==> config.mk <==
export PLATFORM = sky130hd
export DESIGN_NAME = fra_top
export DESIGN_NICKNAME = d
export VERILOG_FILES = /design/src/hw/fra_pkg.sv /design/src/hw/fra_bank.sv /design/src/hw/fra_top.sv
export SDC_FILE = /design/constraint.sdc
export NUM_CORES = 2
export LEC_CHECK = 0
export BUFFER_PORTS_ARGS = -buffer_cell sky130_fd_sc_hd__buf_4
export CORE_MARGIN = 2
export CORE_UTILIZATION = 35
export CTS_CLUSTER_SIZE = 20
export DETAILED_ROUTE_END_ITERATION = 7
export HOLD_SLACK_MARGIN = 0.1
export MAX_ROUTING_LAYER = met4
export PLACE_DENSITY_LB_ADDON = 0.25
export SYNTH_ARGS = -nofsm -noshare
export SYNTH_HDL_FRONTEND = slang
export SYNTH_SLANG_ARGS = --single-unit
==> constraint.sdc <==
create_clock -name i_clk -period 7.4 [get_ports i_clk]
set_clock_uncertainty 0.05 [all_clocks]
set_input_delay 0.74 -clock i_clk [delete_from_list [all_inputs] [get_ports i_clk]]
set_output_delay 0.74 -clock i_clk [all_outputs]
set_load 0.1 [all_outputs]
==> src/hw/fra_pkg.sv <==
/*
 * fra_pkg: shared constants for the floating-point register access block.
 * Assumes a single 200 MHz core clock and an AXI4-Lite register bus with 32-bit data.
 */
package fra_pkg;
   localparam int unsigned FRA_NUM_FPR    = 32;
   localparam int unsigned FRA_BANK_DEPTH = 16;
   localparam int unsigned FRA_FPR_W      = 64;
   localparam int unsigned FRA_ADDR_W     = 8;
   localparam int unsigned FRA_RD_LATENCY = 2;

   // operand formats presented by the pipeline
   localparam logic [2:0] FRA_FMT_S  = 3'h0;
   localparam logic [2:0] FRA_FMT_W  = 3'h1;
   localparam logic [2:0] FRA_FMT_UW = 3'h2;
   localparam logic [2:0] FRA_FMT_D  = 3'h3;
   localparam logic [2:0] FRA_FMT_UD = 3'h4;
   localparam logic [2:0] FRA_FMT_L  = 3'h5;
   localparam logic [2:0] FRA_FMT_PS = 3'h6;

   // control/status register fields
   localparam int unsigned FRA_UNIMPL_BIT   = 17;
   localparam int unsigned FRA_CAUSE_LO     = 12;
   localparam int unsigned FRA_ENABLE_LO    = 7;
   localparam int unsigned FRA_CAUSE_W      = 5;
   localparam logic [4:0]  FRA_CC0_BIT      = 5'h17;
   localparam logic [4:0]  FRA_CCN_BASE     = 5'h18;
   localparam logic [31:0] FRA_FP_CONTROL_STATUS_REGISTER_RESET   = 32'h0000_0000;

   // register map (byte addresses)
   localparam logic [7:0] FRA_OFS_CTRL   = 8'h00;
   localparam logic [7:0] FRA_OFS_FP_CONTROL_STATUS_REGISTER   = 8'h04;
   localparam logic [7:0] FRA_OFS_STATUS = 8'h08;
   localparam int unsigned FRA_CTRL_NARROW_BIT = 0;
   localparam int unsigned FRA_STAT_DEBUG_BIT  = 0;
   localparam int unsigned FRA_STAT_EXC_BIT    = 1;
   localparam logic        FRA_NARROW_RESET    = 1'b1;

   localparam logic [1:0] FRA_RESP_OKAY   = 2'h0;
   localparam logic [1:0] FRA_RESP_SLVERR = 2'h2;
endpackage

==> src/hw/fra_bank.sv <==
/*
 * fra_bank: one bank of floating-point registers, one write and one registered read port.
 * Assumes synchronous active-low reset; read returns the old word on a same-cycle write.
 */
`timescale 1ns/100ps
module fra_bank
   import fra_pkg::*;
(
   input  wire logic                      i_clk,
   input  wire logic                      i_reset_n,
   input  wire logic                      i_we,
   input  wire logic [3:0]                i_waddr,
   input  wire logic [FRA_FPR_W-1:0]      i_wdata,
   input  wire logic [3:0]                i_raddr,
   output logic      [FRA_FPR_W-1:0]      o_rdata
);
   logic [FRA_FPR_W-1:0] mem [FRA_BANK_DEPTH];
   logic [FRA_FPR_W-1:0] next_rdata;

   always_comb begin
      next_rdata = mem[i_raddr];
   end

   // storage itself has no reset so it can map onto ram cells
   always_ff @(posedge i_clk) begin
      if (i_we) begin
         mem[i_waddr] <= i_wdata;
      end
   end

   always_ff @(posedge i_clk) begin
      if (!i_reset_n) begin
         o_rdata <= '0;
      end else begin
         o_rdata <= next_rdata;
      end
   end
endmodule

==> src/hw/fra_top.sv <==
/*
 * fra_top: floating-point register access, condition codes, exception and nullify signalling.
 * Assumes the pipeline presents one instruction's requests per cycle and an AXI4-Lite master.
 */
// What this block does
// - narrow doubleword read pairs odd above even
// - narrow doubleword write splits into even, odd
// - long/paired narrow unpredictable, else whole register
// - raise exception on unimplemented or enabled cause
// - condition code 0 bit 23, else 24+n
// - condition code write changes only its bit
// - exception aborts instruction, no remaining effect
// - breakpoint outside debug aborts, enters debug
// - breakpoint inside debug gives debug-mode breakpoint
// - nullify kills effect, exceptions, likely delay slot
`timescale 1ns/100ps
module fra_top
   import fra_pkg::*;
(
   input  wire logic                  i_clk,
   input  wire logic                  i_reset_n,
   input  wire logic                  i_s_axi_awvalid,
   output logic                       o_s_axi_awready,
   input  wire logic [FRA_ADDR_W-1:0] i_s_axi_awaddr,
   input  wire logic                  i_s_axi_wvalid,
   output logic                       o_s_axi_wready,
   input  wire logic [31:0]           i_s_axi_wdata,
   input  wire logic [3:0]            i_s_axi_wstrb,
   output logic                       o_s_axi_bvalid,
   input  wire logic                  i_s_axi_bready,
   output logic      [1:0]            o_s_axi_bresp,
   input  wire logic                  i_s_axi_arvalid,
   output logic                       o_s_axi_arready,
   input  wire logic [FRA_ADDR_W-1:0] i_s_axi_araddr,
   output logic                       o_s_axi_rvalid,
   input  wire logic                  i_s_axi_rready,
   output logic      [31:0]           o_s_axi_rdata,
   output logic      [1:0]            o_s_axi_rresp,
   input  wire logic                  i_rd_valid,
   input  wire logic [4:0]            i_rd_reg,
   input  wire logic [2:0]            i_rd_fmt,
   output logic                       o_rd_valid,
   output logic      [63:0]           o_rd_data,
   input  wire logic                  i_wr_valid,
   input  wire logic [4:0]            i_wr_reg,
   input  wire logic [2:0]            i_wr_fmt,
   input  wire logic [63:0]           i_wr_data,
   input  wire logic [2:0]            i_cc_sel,
   output logic                       o_cc_value,
   input  wire logic                  i_cc_wr_valid,
   input  wire logic                  i_cc_wr_value,
   input  wire logic                  i_check_valid,
   input  wire logic                  i_signal_exc,
   input  wire logic [31:0]           i_exc_arg,
   input  wire logic                  i_debug_break,
   input  wire logic                  i_nullify,
   input  wire logic                  i_branch_likely,
   output logic                       o_abort,
   output logic                       o_fp_exception,
   output logic                       o_exc_signalled,
   output logic      [31:0]           o_exc_arg,
   output logic                       o_debug_entry,
   output logic                       o_debug_mode_break,
   output logic                       o_debug_mode,
   output logic                       o_nullified,
   output logic                       o_kill_delay_slot,
   output logic                       o_narrow_mode
);
   function automatic logic [4:0] cc_bit_index(input logic [2:0] cc);
      cc_bit_index = (cc == 3'h0) ? FRA_CC0_BIT : FRA_CCN_BASE + {2'h0, cc};
   endfunction

   function automatic logic [31:0] strb_merge(input logic [31:0] old, input logic [31:0] wd,
                                               input logic [3:0] strb);
      logic [31:0] r;
      r = old;
      for (int b = 0; b < 4; b++) begin
         if (strb[b]) begin
            r[8*b +: 8] = wd[8*b +: 8];
         end
      end
      strb_merge = r;
   endfunction

   function automatic logic exc_enabled(input logic [31:0] f);
      exc_enabled = f[FRA_UNIMPL_BIT] ||
                    ((f[FRA_CAUSE_LO +: FRA_CAUSE_W] & f[FRA_ENABLE_LO +: FRA_CAUSE_W]) != '0);
   endfunction

   // register bus state
   logic [FRA_ADDR_W-1:0] aw_addr;
   logic [31:0]           w_data;
   logic [3:0]            w_strb;
   logic                  next_awready;
   logic                  next_wready;
   logic                  next_bvalid;
   logic [1:0]            next_bresp;
   logic                  next_arready;
   logic                  next_rvalid;
   logic [31:0]           next_rdata;
   logic [1:0]            next_rresp;
   logic [FRA_ADDR_W-1:0] next_aw_addr;
   logic [31:0]           next_w_data;
   logic [3:0]            next_w_strb;
   logic                  wr_go;

   // architectural state
   logic [31:0] fp_control_status_register;
   logic [31:0] next_fp_control_status_register;
   logic        narrow;
   logic        next_narrow;
   logic        debug_mode;
   logic        next_debug_mode;
   logic        exc_pending;

   // pipeline state and outputs
   logic        next_abort;
   logic        next_fp_exc;
   logic        next_exc_sig;
   logic [31:0] next_exc_arg;
   logic        next_dbg_entry;
   logic        next_dbg_mode_break;
   logic        next_nullified;
   logic        next_kill_ds;
   logic        next_cc_value;
   logic        rd_p1;
   logic        rd_odd_p1;
   logic [2:0]  rd_fmt_p1;
   logic        rd_narrow_p1;
   logic [63:0] next_rd_data;
   logic        exc_any;
   logic        commit;

   // bank ports
   logic        ev_we;
   logic        od_we;
   logic [3:0]  ev_waddr;
   logic [3:0]  od_waddr;
   logic [63:0] ev_wdata;
   logic [63:0] od_wdata;
   logic [63:0] ev_q;
   logic [63:0] od_q;
   logic [63:0] sel_q;

   fra_bank u_even (
      .i_clk     (i_clk),
      .i_reset_n (i_reset_n),
      .i_we      (ev_we),
      .i_waddr   (ev_waddr),
      .i_wdata   (ev_wdata),
      .i_raddr   (i_rd_reg[4:1]),
      .o_rdata   (ev_q)
   );

   fra_bank u_odd (
      .i_clk     (i_clk),
      .i_reset_n (i_reset_n),
      .i_we      (od_we),
      .i_waddr   (od_waddr),
      .i_wdata   (od_wdata),
      .i_raddr   (i_rd_reg[4:1]),
      .o_rdata   (od_q)
   );

   assign exc_pending = exc_enabled(fp_control_status_register);

   // exception and nullify decision for the current instruction
   always_comb begin
      exc_any = !i_nullify && (i_debug_break || i_signal_exc ||
                               (i_check_valid && exc_enabled(fp_control_status_register)));
      commit  = !i_nullify && !exc_any;
   end

   // register bus slave plus architectural state
   always_comb begin
      next_awready    = o_s_axi_awready;
      next_wready     = o_s_axi_wready;
      next_bvalid     = o_s_axi_bvalid;
      next_bresp      = o_s_axi_bresp;
      next_arready    = o_s_axi_arready;
      next_rvalid     = o_s_axi_rvalid;
      next_rdata      = o_s_axi_rdata;
      next_rresp      = o_s_axi_rresp;
      next_aw_addr    = aw_addr;
      next_w_data     = w_data;
      next_w_strb     = w_strb;
      next_fp_control_status_register       = fp_control_status_register;
      next_narrow     = narrow;
      next_debug_mode = debug_mode;
      wr_go           = !o_s_axi_awready && !o_s_axi_wready && !o_s_axi_bvalid;
      if (i_s_axi_awvalid && o_s_axi_awready) begin
         next_awready = 1'b0;
         next_aw_addr = i_s_axi_awaddr;
      end
      if (i_s_axi_wvalid && o_s_axi_wready) begin
         next_wready = 1'b0;
         next_w_data = i_s_axi_wdata;
         next_w_strb = i_s_axi_wstrb;
      end
      if (wr_go) begin
         next_bvalid = 1'b1;
         next_bresp  = FRA_RESP_OKAY;
         if (aw_addr == FRA_OFS_CTRL) begin
            // mode bit sits in byte 0, so only that strobe matters
            next_narrow = w_strb[0] ? w_data[FRA_CTRL_NARROW_BIT] : narrow;
         end else if (aw_addr == FRA_OFS_FP_CONTROL_STATUS_REGISTER) begin
            next_fp_control_status_register = strb_merge(fp_control_status_register, w_data, w_strb);
         end else if (aw_addr == FRA_OFS_STATUS) begin
            if (w_strb[0] && w_data[FRA_STAT_DEBUG_BIT]) begin
               next_debug_mode = 1'b0;
            end
         end else begin
            next_bresp = FRA_RESP_SLVERR;
         end
      end
      if (o_s_axi_bvalid && i_s_axi_bready) begin
         next_bvalid  = 1'b0;
         next_awready = 1'b1;
         next_wready  = 1'b1;
      end
      if (i_s_axi_arvalid && o_s_axi_arready) begin
         next_arready = 1'b0;
         next_rvalid  = 1'b1;
         next_rresp   = FRA_RESP_OKAY;
         if (i_s_axi_araddr == FRA_OFS_CTRL) begin
            next_rdata = {31'h0, narrow};
         end else if (i_s_axi_araddr == FRA_OFS_FP_CONTROL_STATUS_REGISTER) begin
            next_rdata = fp_control_status_register;
         end else if (i_s_axi_araddr == FRA_OFS_STATUS) begin
            next_rdata = {30'h0, exc_pending, debug_mode};
         end else begin
            next_rdata = 32'h0000_0000;
            next_rresp = FRA_RESP_SLVERR;
         end
      end else if (o_s_axi_rvalid && i_s_axi_rready) begin
         next_rvalid  = 1'b0;
         next_arready = 1'b1;
      end
      // pipeline condition-code write lands after the bus write, so hardware wins
      if (i_cc_wr_valid && commit) begin
         next_fp_control_status_register[cc_bit_index(i_cc_sel)] = i_cc_wr_value;
      end
      // entering debug sets the flag even if software clears it this cycle
      if (i_debug_break && !i_nullify && !debug_mode) begin
         next_debug_mode = 1'b1;
      end
   end

   always_ff @(posedge i_clk) begin
      if (!i_reset_n) begin
         o_s_axi_awready <= 1'b1;
         o_s_axi_wready  <= 1'b1;
         o_s_axi_bvalid  <= 1'b0;
         o_s_axi_bresp   <= FRA_RESP_OKAY;
         o_s_axi_arready <= 1'b1;
         o_s_axi_rvalid  <= 1'b0;
         o_s_axi_rdata   <= 32'h0000_0000;
         o_s_axi_rresp   <= FRA_RESP_OKAY;
         aw_addr         <= '0;
         w_data          <= 32'h0000_0000;
         w_strb          <= 4'h0;
         fp_control_status_register            <= FRA_FP_CONTROL_STATUS_REGISTER_RESET;
         narrow          <= FRA_NARROW_RESET;
         debug_mode      <= 1'b0;
      end else begin
         o_s_axi_awready <= next_awready;
         o_s_axi_wready  <= next_wready;
         o_s_axi_bvalid  <= next_bvalid;
         o_s_axi_bresp   <= next_bresp;
         o_s_axi_arready <= next_arready;
         o_s_axi_rvalid  <= next_rvalid;
         o_s_axi_rdata   <= next_rdata;
         o_s_axi_rresp   <= next_rresp;
         aw_addr         <= next_aw_addr;
         w_data          <= next_w_data;
         w_strb          <= next_w_strb;
         fp_control_status_register            <= next_fp_control_status_register;
         narrow          <= next_narrow;
         debug_mode      <= next_debug_mode;
      end
   end

   // register writes steered by format and mode
   always_comb begin
      ev_we    = 1'b0;
      od_we    = 1'b0;
      ev_waddr = i_wr_reg[4:1];
      od_waddr = i_wr_reg[4:1];
      // narrow mode keeps upper halves zero so nothing stale leaks back out
      ev_wdata = narrow ? {32'h0, i_wr_data[31:0]} : i_wr_data;
      od_wdata = ev_wdata;
      if (i_wr_valid && commit) begin
         if (i_wr_fmt == FRA_FMT_S || i_wr_fmt == FRA_FMT_W || i_wr_fmt == FRA_FMT_UW) begin
            ev_we = !i_wr_reg[0];
            od_we = i_wr_reg[0];
         end else if (i_wr_fmt == FRA_FMT_D || i_wr_fmt == FRA_FMT_UD) begin
            if (narrow) begin
               ev_we    = !i_wr_reg[0];
               od_we    = !i_wr_reg[0];
               od_wdata = {32'h0, i_wr_data[63:32]};
            end else begin
               ev_we = !i_wr_reg[0];
               od_we = i_wr_reg[0];
            end
         end else if (i_wr_fmt == FRA_FMT_L || i_wr_fmt == FRA_FMT_PS) begin
            ev_we = !narrow && !i_wr_reg[0];
            od_we = !narrow && i_wr_reg[0];
         end
      end
   end

   // read data selection and instruction outcome
   always_comb begin
      sel_q        = rd_odd_p1 ? od_q : ev_q;
      next_rd_data = 64'h0;
      if (rd_fmt_p1 == FRA_FMT_S || rd_fmt_p1 == FRA_FMT_W || rd_fmt_p1 == FRA_FMT_UW) begin
         next_rd_data = sel_q;
      end else if (rd_fmt_p1 == FRA_FMT_D || rd_fmt_p1 == FRA_FMT_UD) begin
         if (!rd_narrow_p1) begin
            next_rd_data = sel_q;
         end else if (!rd_odd_p1) begin
            next_rd_data = {od_q[31:0], ev_q[31:0]};
         end
      end else if (rd_fmt_p1 == FRA_FMT_L || rd_fmt_p1 == FRA_FMT_PS) begin
         next_rd_data = rd_narrow_p1 ? 64'h0 : sel_q;
      end
      next_cc_value       = fp_control_status_register[cc_bit_index(i_cc_sel)];
      next_abort          = exc_any;
      next_dbg_entry      = exc_any && i_debug_break && !debug_mode;
      next_dbg_mode_break = exc_any && i_debug_break && debug_mode;
      next_exc_sig        = exc_any && !i_debug_break && i_signal_exc;
      next_fp_exc         = exc_any && !i_debug_break && !i_signal_exc;
      next_exc_arg        = next_exc_sig ? i_exc_arg : 32'h0000_0000;
      next_nullified      = i_nullify;
      next_kill_ds        = i_nullify && i_branch_likely;
   end

   always_ff @(posedge i_clk) begin
      if (!i_reset_n) begin
         rd_p1              <= 1'b0;
         rd_odd_p1          <= 1'b0;
         rd_fmt_p1          <= FRA_FMT_S;
         rd_narrow_p1       <= 1'b0;
         o_rd_valid         <= 1'b0;
         o_rd_data          <= 64'h0;
         o_cc_value         <= 1'b0;
         o_abort            <= 1'b0;
         o_fp_exception     <= 1'b0;
         o_exc_signalled    <= 1'b0;
         o_exc_arg          <= 32'h0000_0000;
         o_debug_entry      <= 1'b0;
         o_debug_mode_break <= 1'b0;
         o_nullified        <= 1'b0;
         o_kill_delay_slot  <= 1'b0;
         o_debug_mode       <= 1'b0;
         o_narrow_mode      <= FRA_NARROW_RESET;
      end else begin
         rd_p1              <= i_rd_valid;
         rd_odd_p1          <= i_rd_reg[0];
         rd_fmt_p1          <= i_rd_fmt;
         rd_narrow_p1       <= narrow;
         o_rd_valid         <= rd_p1;
         o_rd_data          <= rd_p1 ? next_rd_data : 64'h0;
         o_cc_value         <= next_cc_value;
         o_abort            <= next_abort;
         o_fp_exception     <= next_fp_exc;
         o_exc_signalled    <= next_exc_sig;
         o_exc_arg          <= next_exc_arg;
         o_debug_entry      <= next_dbg_entry;
         o_debug_mode_break <= next_dbg_mode_break;
         o_nullified        <= next_nullified;
         o_kill_delay_slot  <= next_kill_ds;
         o_debug_mode       <= next_debug_mode;
         o_narrow_mode      <= next_narrow;
      end
   end
endmodule

==> summary by stage <==
Clock tree
Clock latency on the worst-skew pair, taken at its later pin, is 0.91 ns. The CTS tree is done. Counting every sink on the clock net gives 2404. After clock tree synthesis, the clock-pin slew on the worst setup and hold paths is 0.06 ns. The cell sitting at the root of the clock tree is a clkbuf_16. The total clock buffers created by CTS is 277. The number of gates resized after CTS is 0. In this run the deepest clock path goes through 4 buffers. The H-tree generated during clock tree synthesis spans 5 levels.

Final layout
In the final layout, the multi-input gates occupy 20000 um^2. Counting the fill cells in the layout gives 22000. The net count of the finished layout is 5027. The utilization of the core after routing is 41.9%. Compared with the post-synthesis result, the final layout area differs by 19.1%. Cells with a size suffix above 1 make up 29.4% of the layout.

The area taken by flip-flops and latches is 68600 um^2.

STA
The pin slew with the least headroom to its limit is 1.31 ns. Setup violations remaining at the end of the flow were counted as 0. Hold is met by 0.149 ns.

The achievable frequency is 0.222 GHz. The count of pins over their slew limit came to 0. Once routing completed, OpenROAD measured the worst setup slack at 2.90 ns. Setup repair after global routing left no endpoint under its margin. The clock period minus worst slack is 4.50 ns. The worst pin sits at a relative slew slack of 12.3%.

The number of failing hold endpoints at the final stage came to 0. Dividing the final minimum period by the clock period gives 60.8%.

Logic synthesis
Synthesis inferred 2404 register bits. The most frequent cell after synthesis is edfxtp_1. The largest area contributor in the netlist is edfxtp_1. The top cell type's share of synthesized area is 68.8%. The netlist area before placement is 89300 um^2. By area the synthesized netlist is led by edfxtp_1, mux4_2, dfxtp_1. The fraction of synthesis flops using an asynchronous set or reset pin is 0%.

The number of synthesis warnings is 0. The most used flip-flop cell after synthesis is edfxtp_1. The part of the Yosys area used for sequential elements is 76.8%.

The cell count after synthesis came out at 4237. Counting flops with a built-in enable in the synthesized netlist gives 2048. The count of unique library cells instantiated by Yosys is 60.

The average size of a mapped cell is 21.1 um^2. In the synthesized netlist, the cells that appear most often are edfxtp_1, mux4_2, dfxtp_1, mux2i_1, o22ai_1.

Drt
The via count is 44100. The violation count after the first detailed-routing iteration is 4022. In the routed design, unresolved DRC markers number 0.

The detailed-route vias per instance is 5.24. In the final routed layout, each cell accounts on average for 29.3 um. The final layout contains routed wiring with a total length of 246000 um. The first detailed-routing pass took 5 iterations. The count of nets left with antenna violations once routing finished came out at 0.

Placed design
Buffers placed on the I/O ports in this run total 328. Once detailed placement completed, the half-perimeter wirelength came to 146000 um. The global placement routability congestion is 0.774. At the placement stage, the worst setup path has a slack of 2.81 ns.

Global routing
Entering global routing, the biggest net connects 108 pins. The initial antenna violation count is 13. The first-pass GRT wire length is 346000 um. Summed over all layers, the global routing overflow is 0. The via count of the first global-routing pass came to 45600.

In the global route stage, overall resource usage came out at 19.4%.

Status
The flow ran to the end, and the final reports show no timing, DRC or antenna violations.

Pwr
In this run the static leakage power is 35.5 nW. The worst-case IR drop observed on VDD is 0.245 mV. For this design the ratio of total power to cell area is 277 nW/um^2.

Floorplanning
The I/O pin total is 331. The core box area is 254000 um^2. Measured along the y axis, the die boundary spans 509 um. The number of cell rows is 185. The starting density of the core is 35.2%.

The floorplan die width is 509 um. The area of the die is 259000 um^2.

Worst setup path
The maximum fanout encountered on the critical timing path is 37. The startpoint class of the critical path is a flip-flop. The data arrival time of the critical path is 4.98 ns.

For the worst setup path, the data required time is 7.88 ns. The sort of element at the end of the critical path is a flip-flop. By startpoint and endpoint, the worst setup path is classified as reg -> reg.

Hold path
The worst hold-check path type is in -> reg.

Run
The number of max-cap violations is 0.
## kinds of logic (layout without fill, tap and decap cells)
family	Yosys count	count (layout)	synth area share, %
buffers and inverters	243	1041	1.16
adders and majority gates	2	2	0.0280
DFF	2404	2404	76.8
and+or+nand+nor	399	399	2.41
other	1	14	0.00420
AOI/OAI and AO/OA	287	287	2.19
xor gates and xnor gates	1	1	0.00981
muxes	900	900	17.4
## final timing paths
path	startpoint	to	slack, ns	cells after the start
max	flip-flop	u_even.mem[12][3]$_DFFE_PP_	2.90	6
min	i_wr_data[5]	u_even.mem[7][5]$_DFFE_PP_	0.15	1
max reg2reg	flip-flop	u_even.mem[12][3]$_DFFE_PP_	2.90	6
min reg2reg	w_strb[1]$_SDFFE_PN0P_	w_strb[1]$_SDFFE_PN0P_	0.41	2
## critical path: stages, from the launching register on
cell and delay, ns:
dfxtp_1 0.32, a22o_1 0.28, o31ai_2 0.83, nand3b_1 0.79, nor3_2 0.55, buf_4 0.53, buf_4 0.72
## power breakdown
part,internal [mW],switching (mW)
sequential,14.7,0.105
clock,8.05,5.27
combinational,0.553,0.864
total,23.3,6.24
## placed cells by master, fill, tap and decap left out, types with 29 or more instances in the layout
cell / netlist / layout
mux4_2: 514 / 514
nand2_1: 91 / 88
o22ai_1: 129 / 129
nor2b_1: 92 / 68
dfxtp_1: 356 / 354
a21boi_0: 48 / 48
and2_1: 42 / 41
buf_4: 2 / 430
mux2i_1: 322 / 322
edfxtp_1: 2048 / 2048
nor2_1: 85 / 69
dlygate4sd3_1: 0 / 113
clkbuf_16: 0 / 286
a22oi_1: 64 / 64
clkinv_2: 0 / 29
clkbuf_1: 124 / 69
mux2_2: 62 / 62
## stage by stage
stage | std cells | setup TNS [ns] | power [mW] | area [um^2]
2_1_floorplan | 4238 | -48.97 | 15.8 | 89300
3_3_place_gp | 7816 | 0 | 16.5 | 96500
3_5_place_dp | 7816 | 0 | 16.5 | 96500
4_1_cts | 8402 | 0 | 29.8 | 106000
5_1_grt | 8409 | 0 | 30.4 | 106000
6_report | 8414 | 0 | 29.5 | 106000
## what timing repair did
| item | 4_1_cts | 5_1_grt |
|---|---|---|
| buffers inserted | 0 | 0 |
| hold buffers | 113 | 0 |
| hold endpoints to repair | 293 | 0 |
## flip-flops by register name, summed over array words and instances, names as in the netlist, 3 cells and up, named ones only
signal / flops
u_even.mem: 1024
u_odd.o_rdata: 64
o_rd_data: 64
o_exc_arg: 32
w_data: 32
rd_fmt_p1: 3
fp_control_status_register: 16
u_even.o_rdata: 64
o_s_axi_rdata: 32
aw_addr: 8
u_odd.mem: 1024
w_strb: 4
## routing by layer
layer | vias up | global-route usage (%) | share of wire, %
met4 | 0 | 6.37 | 3.3
li1 | 18600 | - | -
met1 | 23600 | 25.1 | 42
met2 | 1459 | 31.1 | 49
met5 | - | - | 0
met3 | 389 | 3.23 | 5.8
## final cells by class
| type | instances | share of cell area, % |
|---|---|---|
| multi-input cells | 1591 | 18.8 |
| well taps | 3366 | 3.96 |
| repair buffers | 561 | 4.42 |
| inverters | 7 | 0.0247 |
| flip-flops and latches | 2404 | 64.5 |
| clock inverters | 92 | 0.941 |
| clock buffers | 381 | 7.30 |
| diodes | 12 | 0.0282 |
Power figures use the tool's default switching activity.
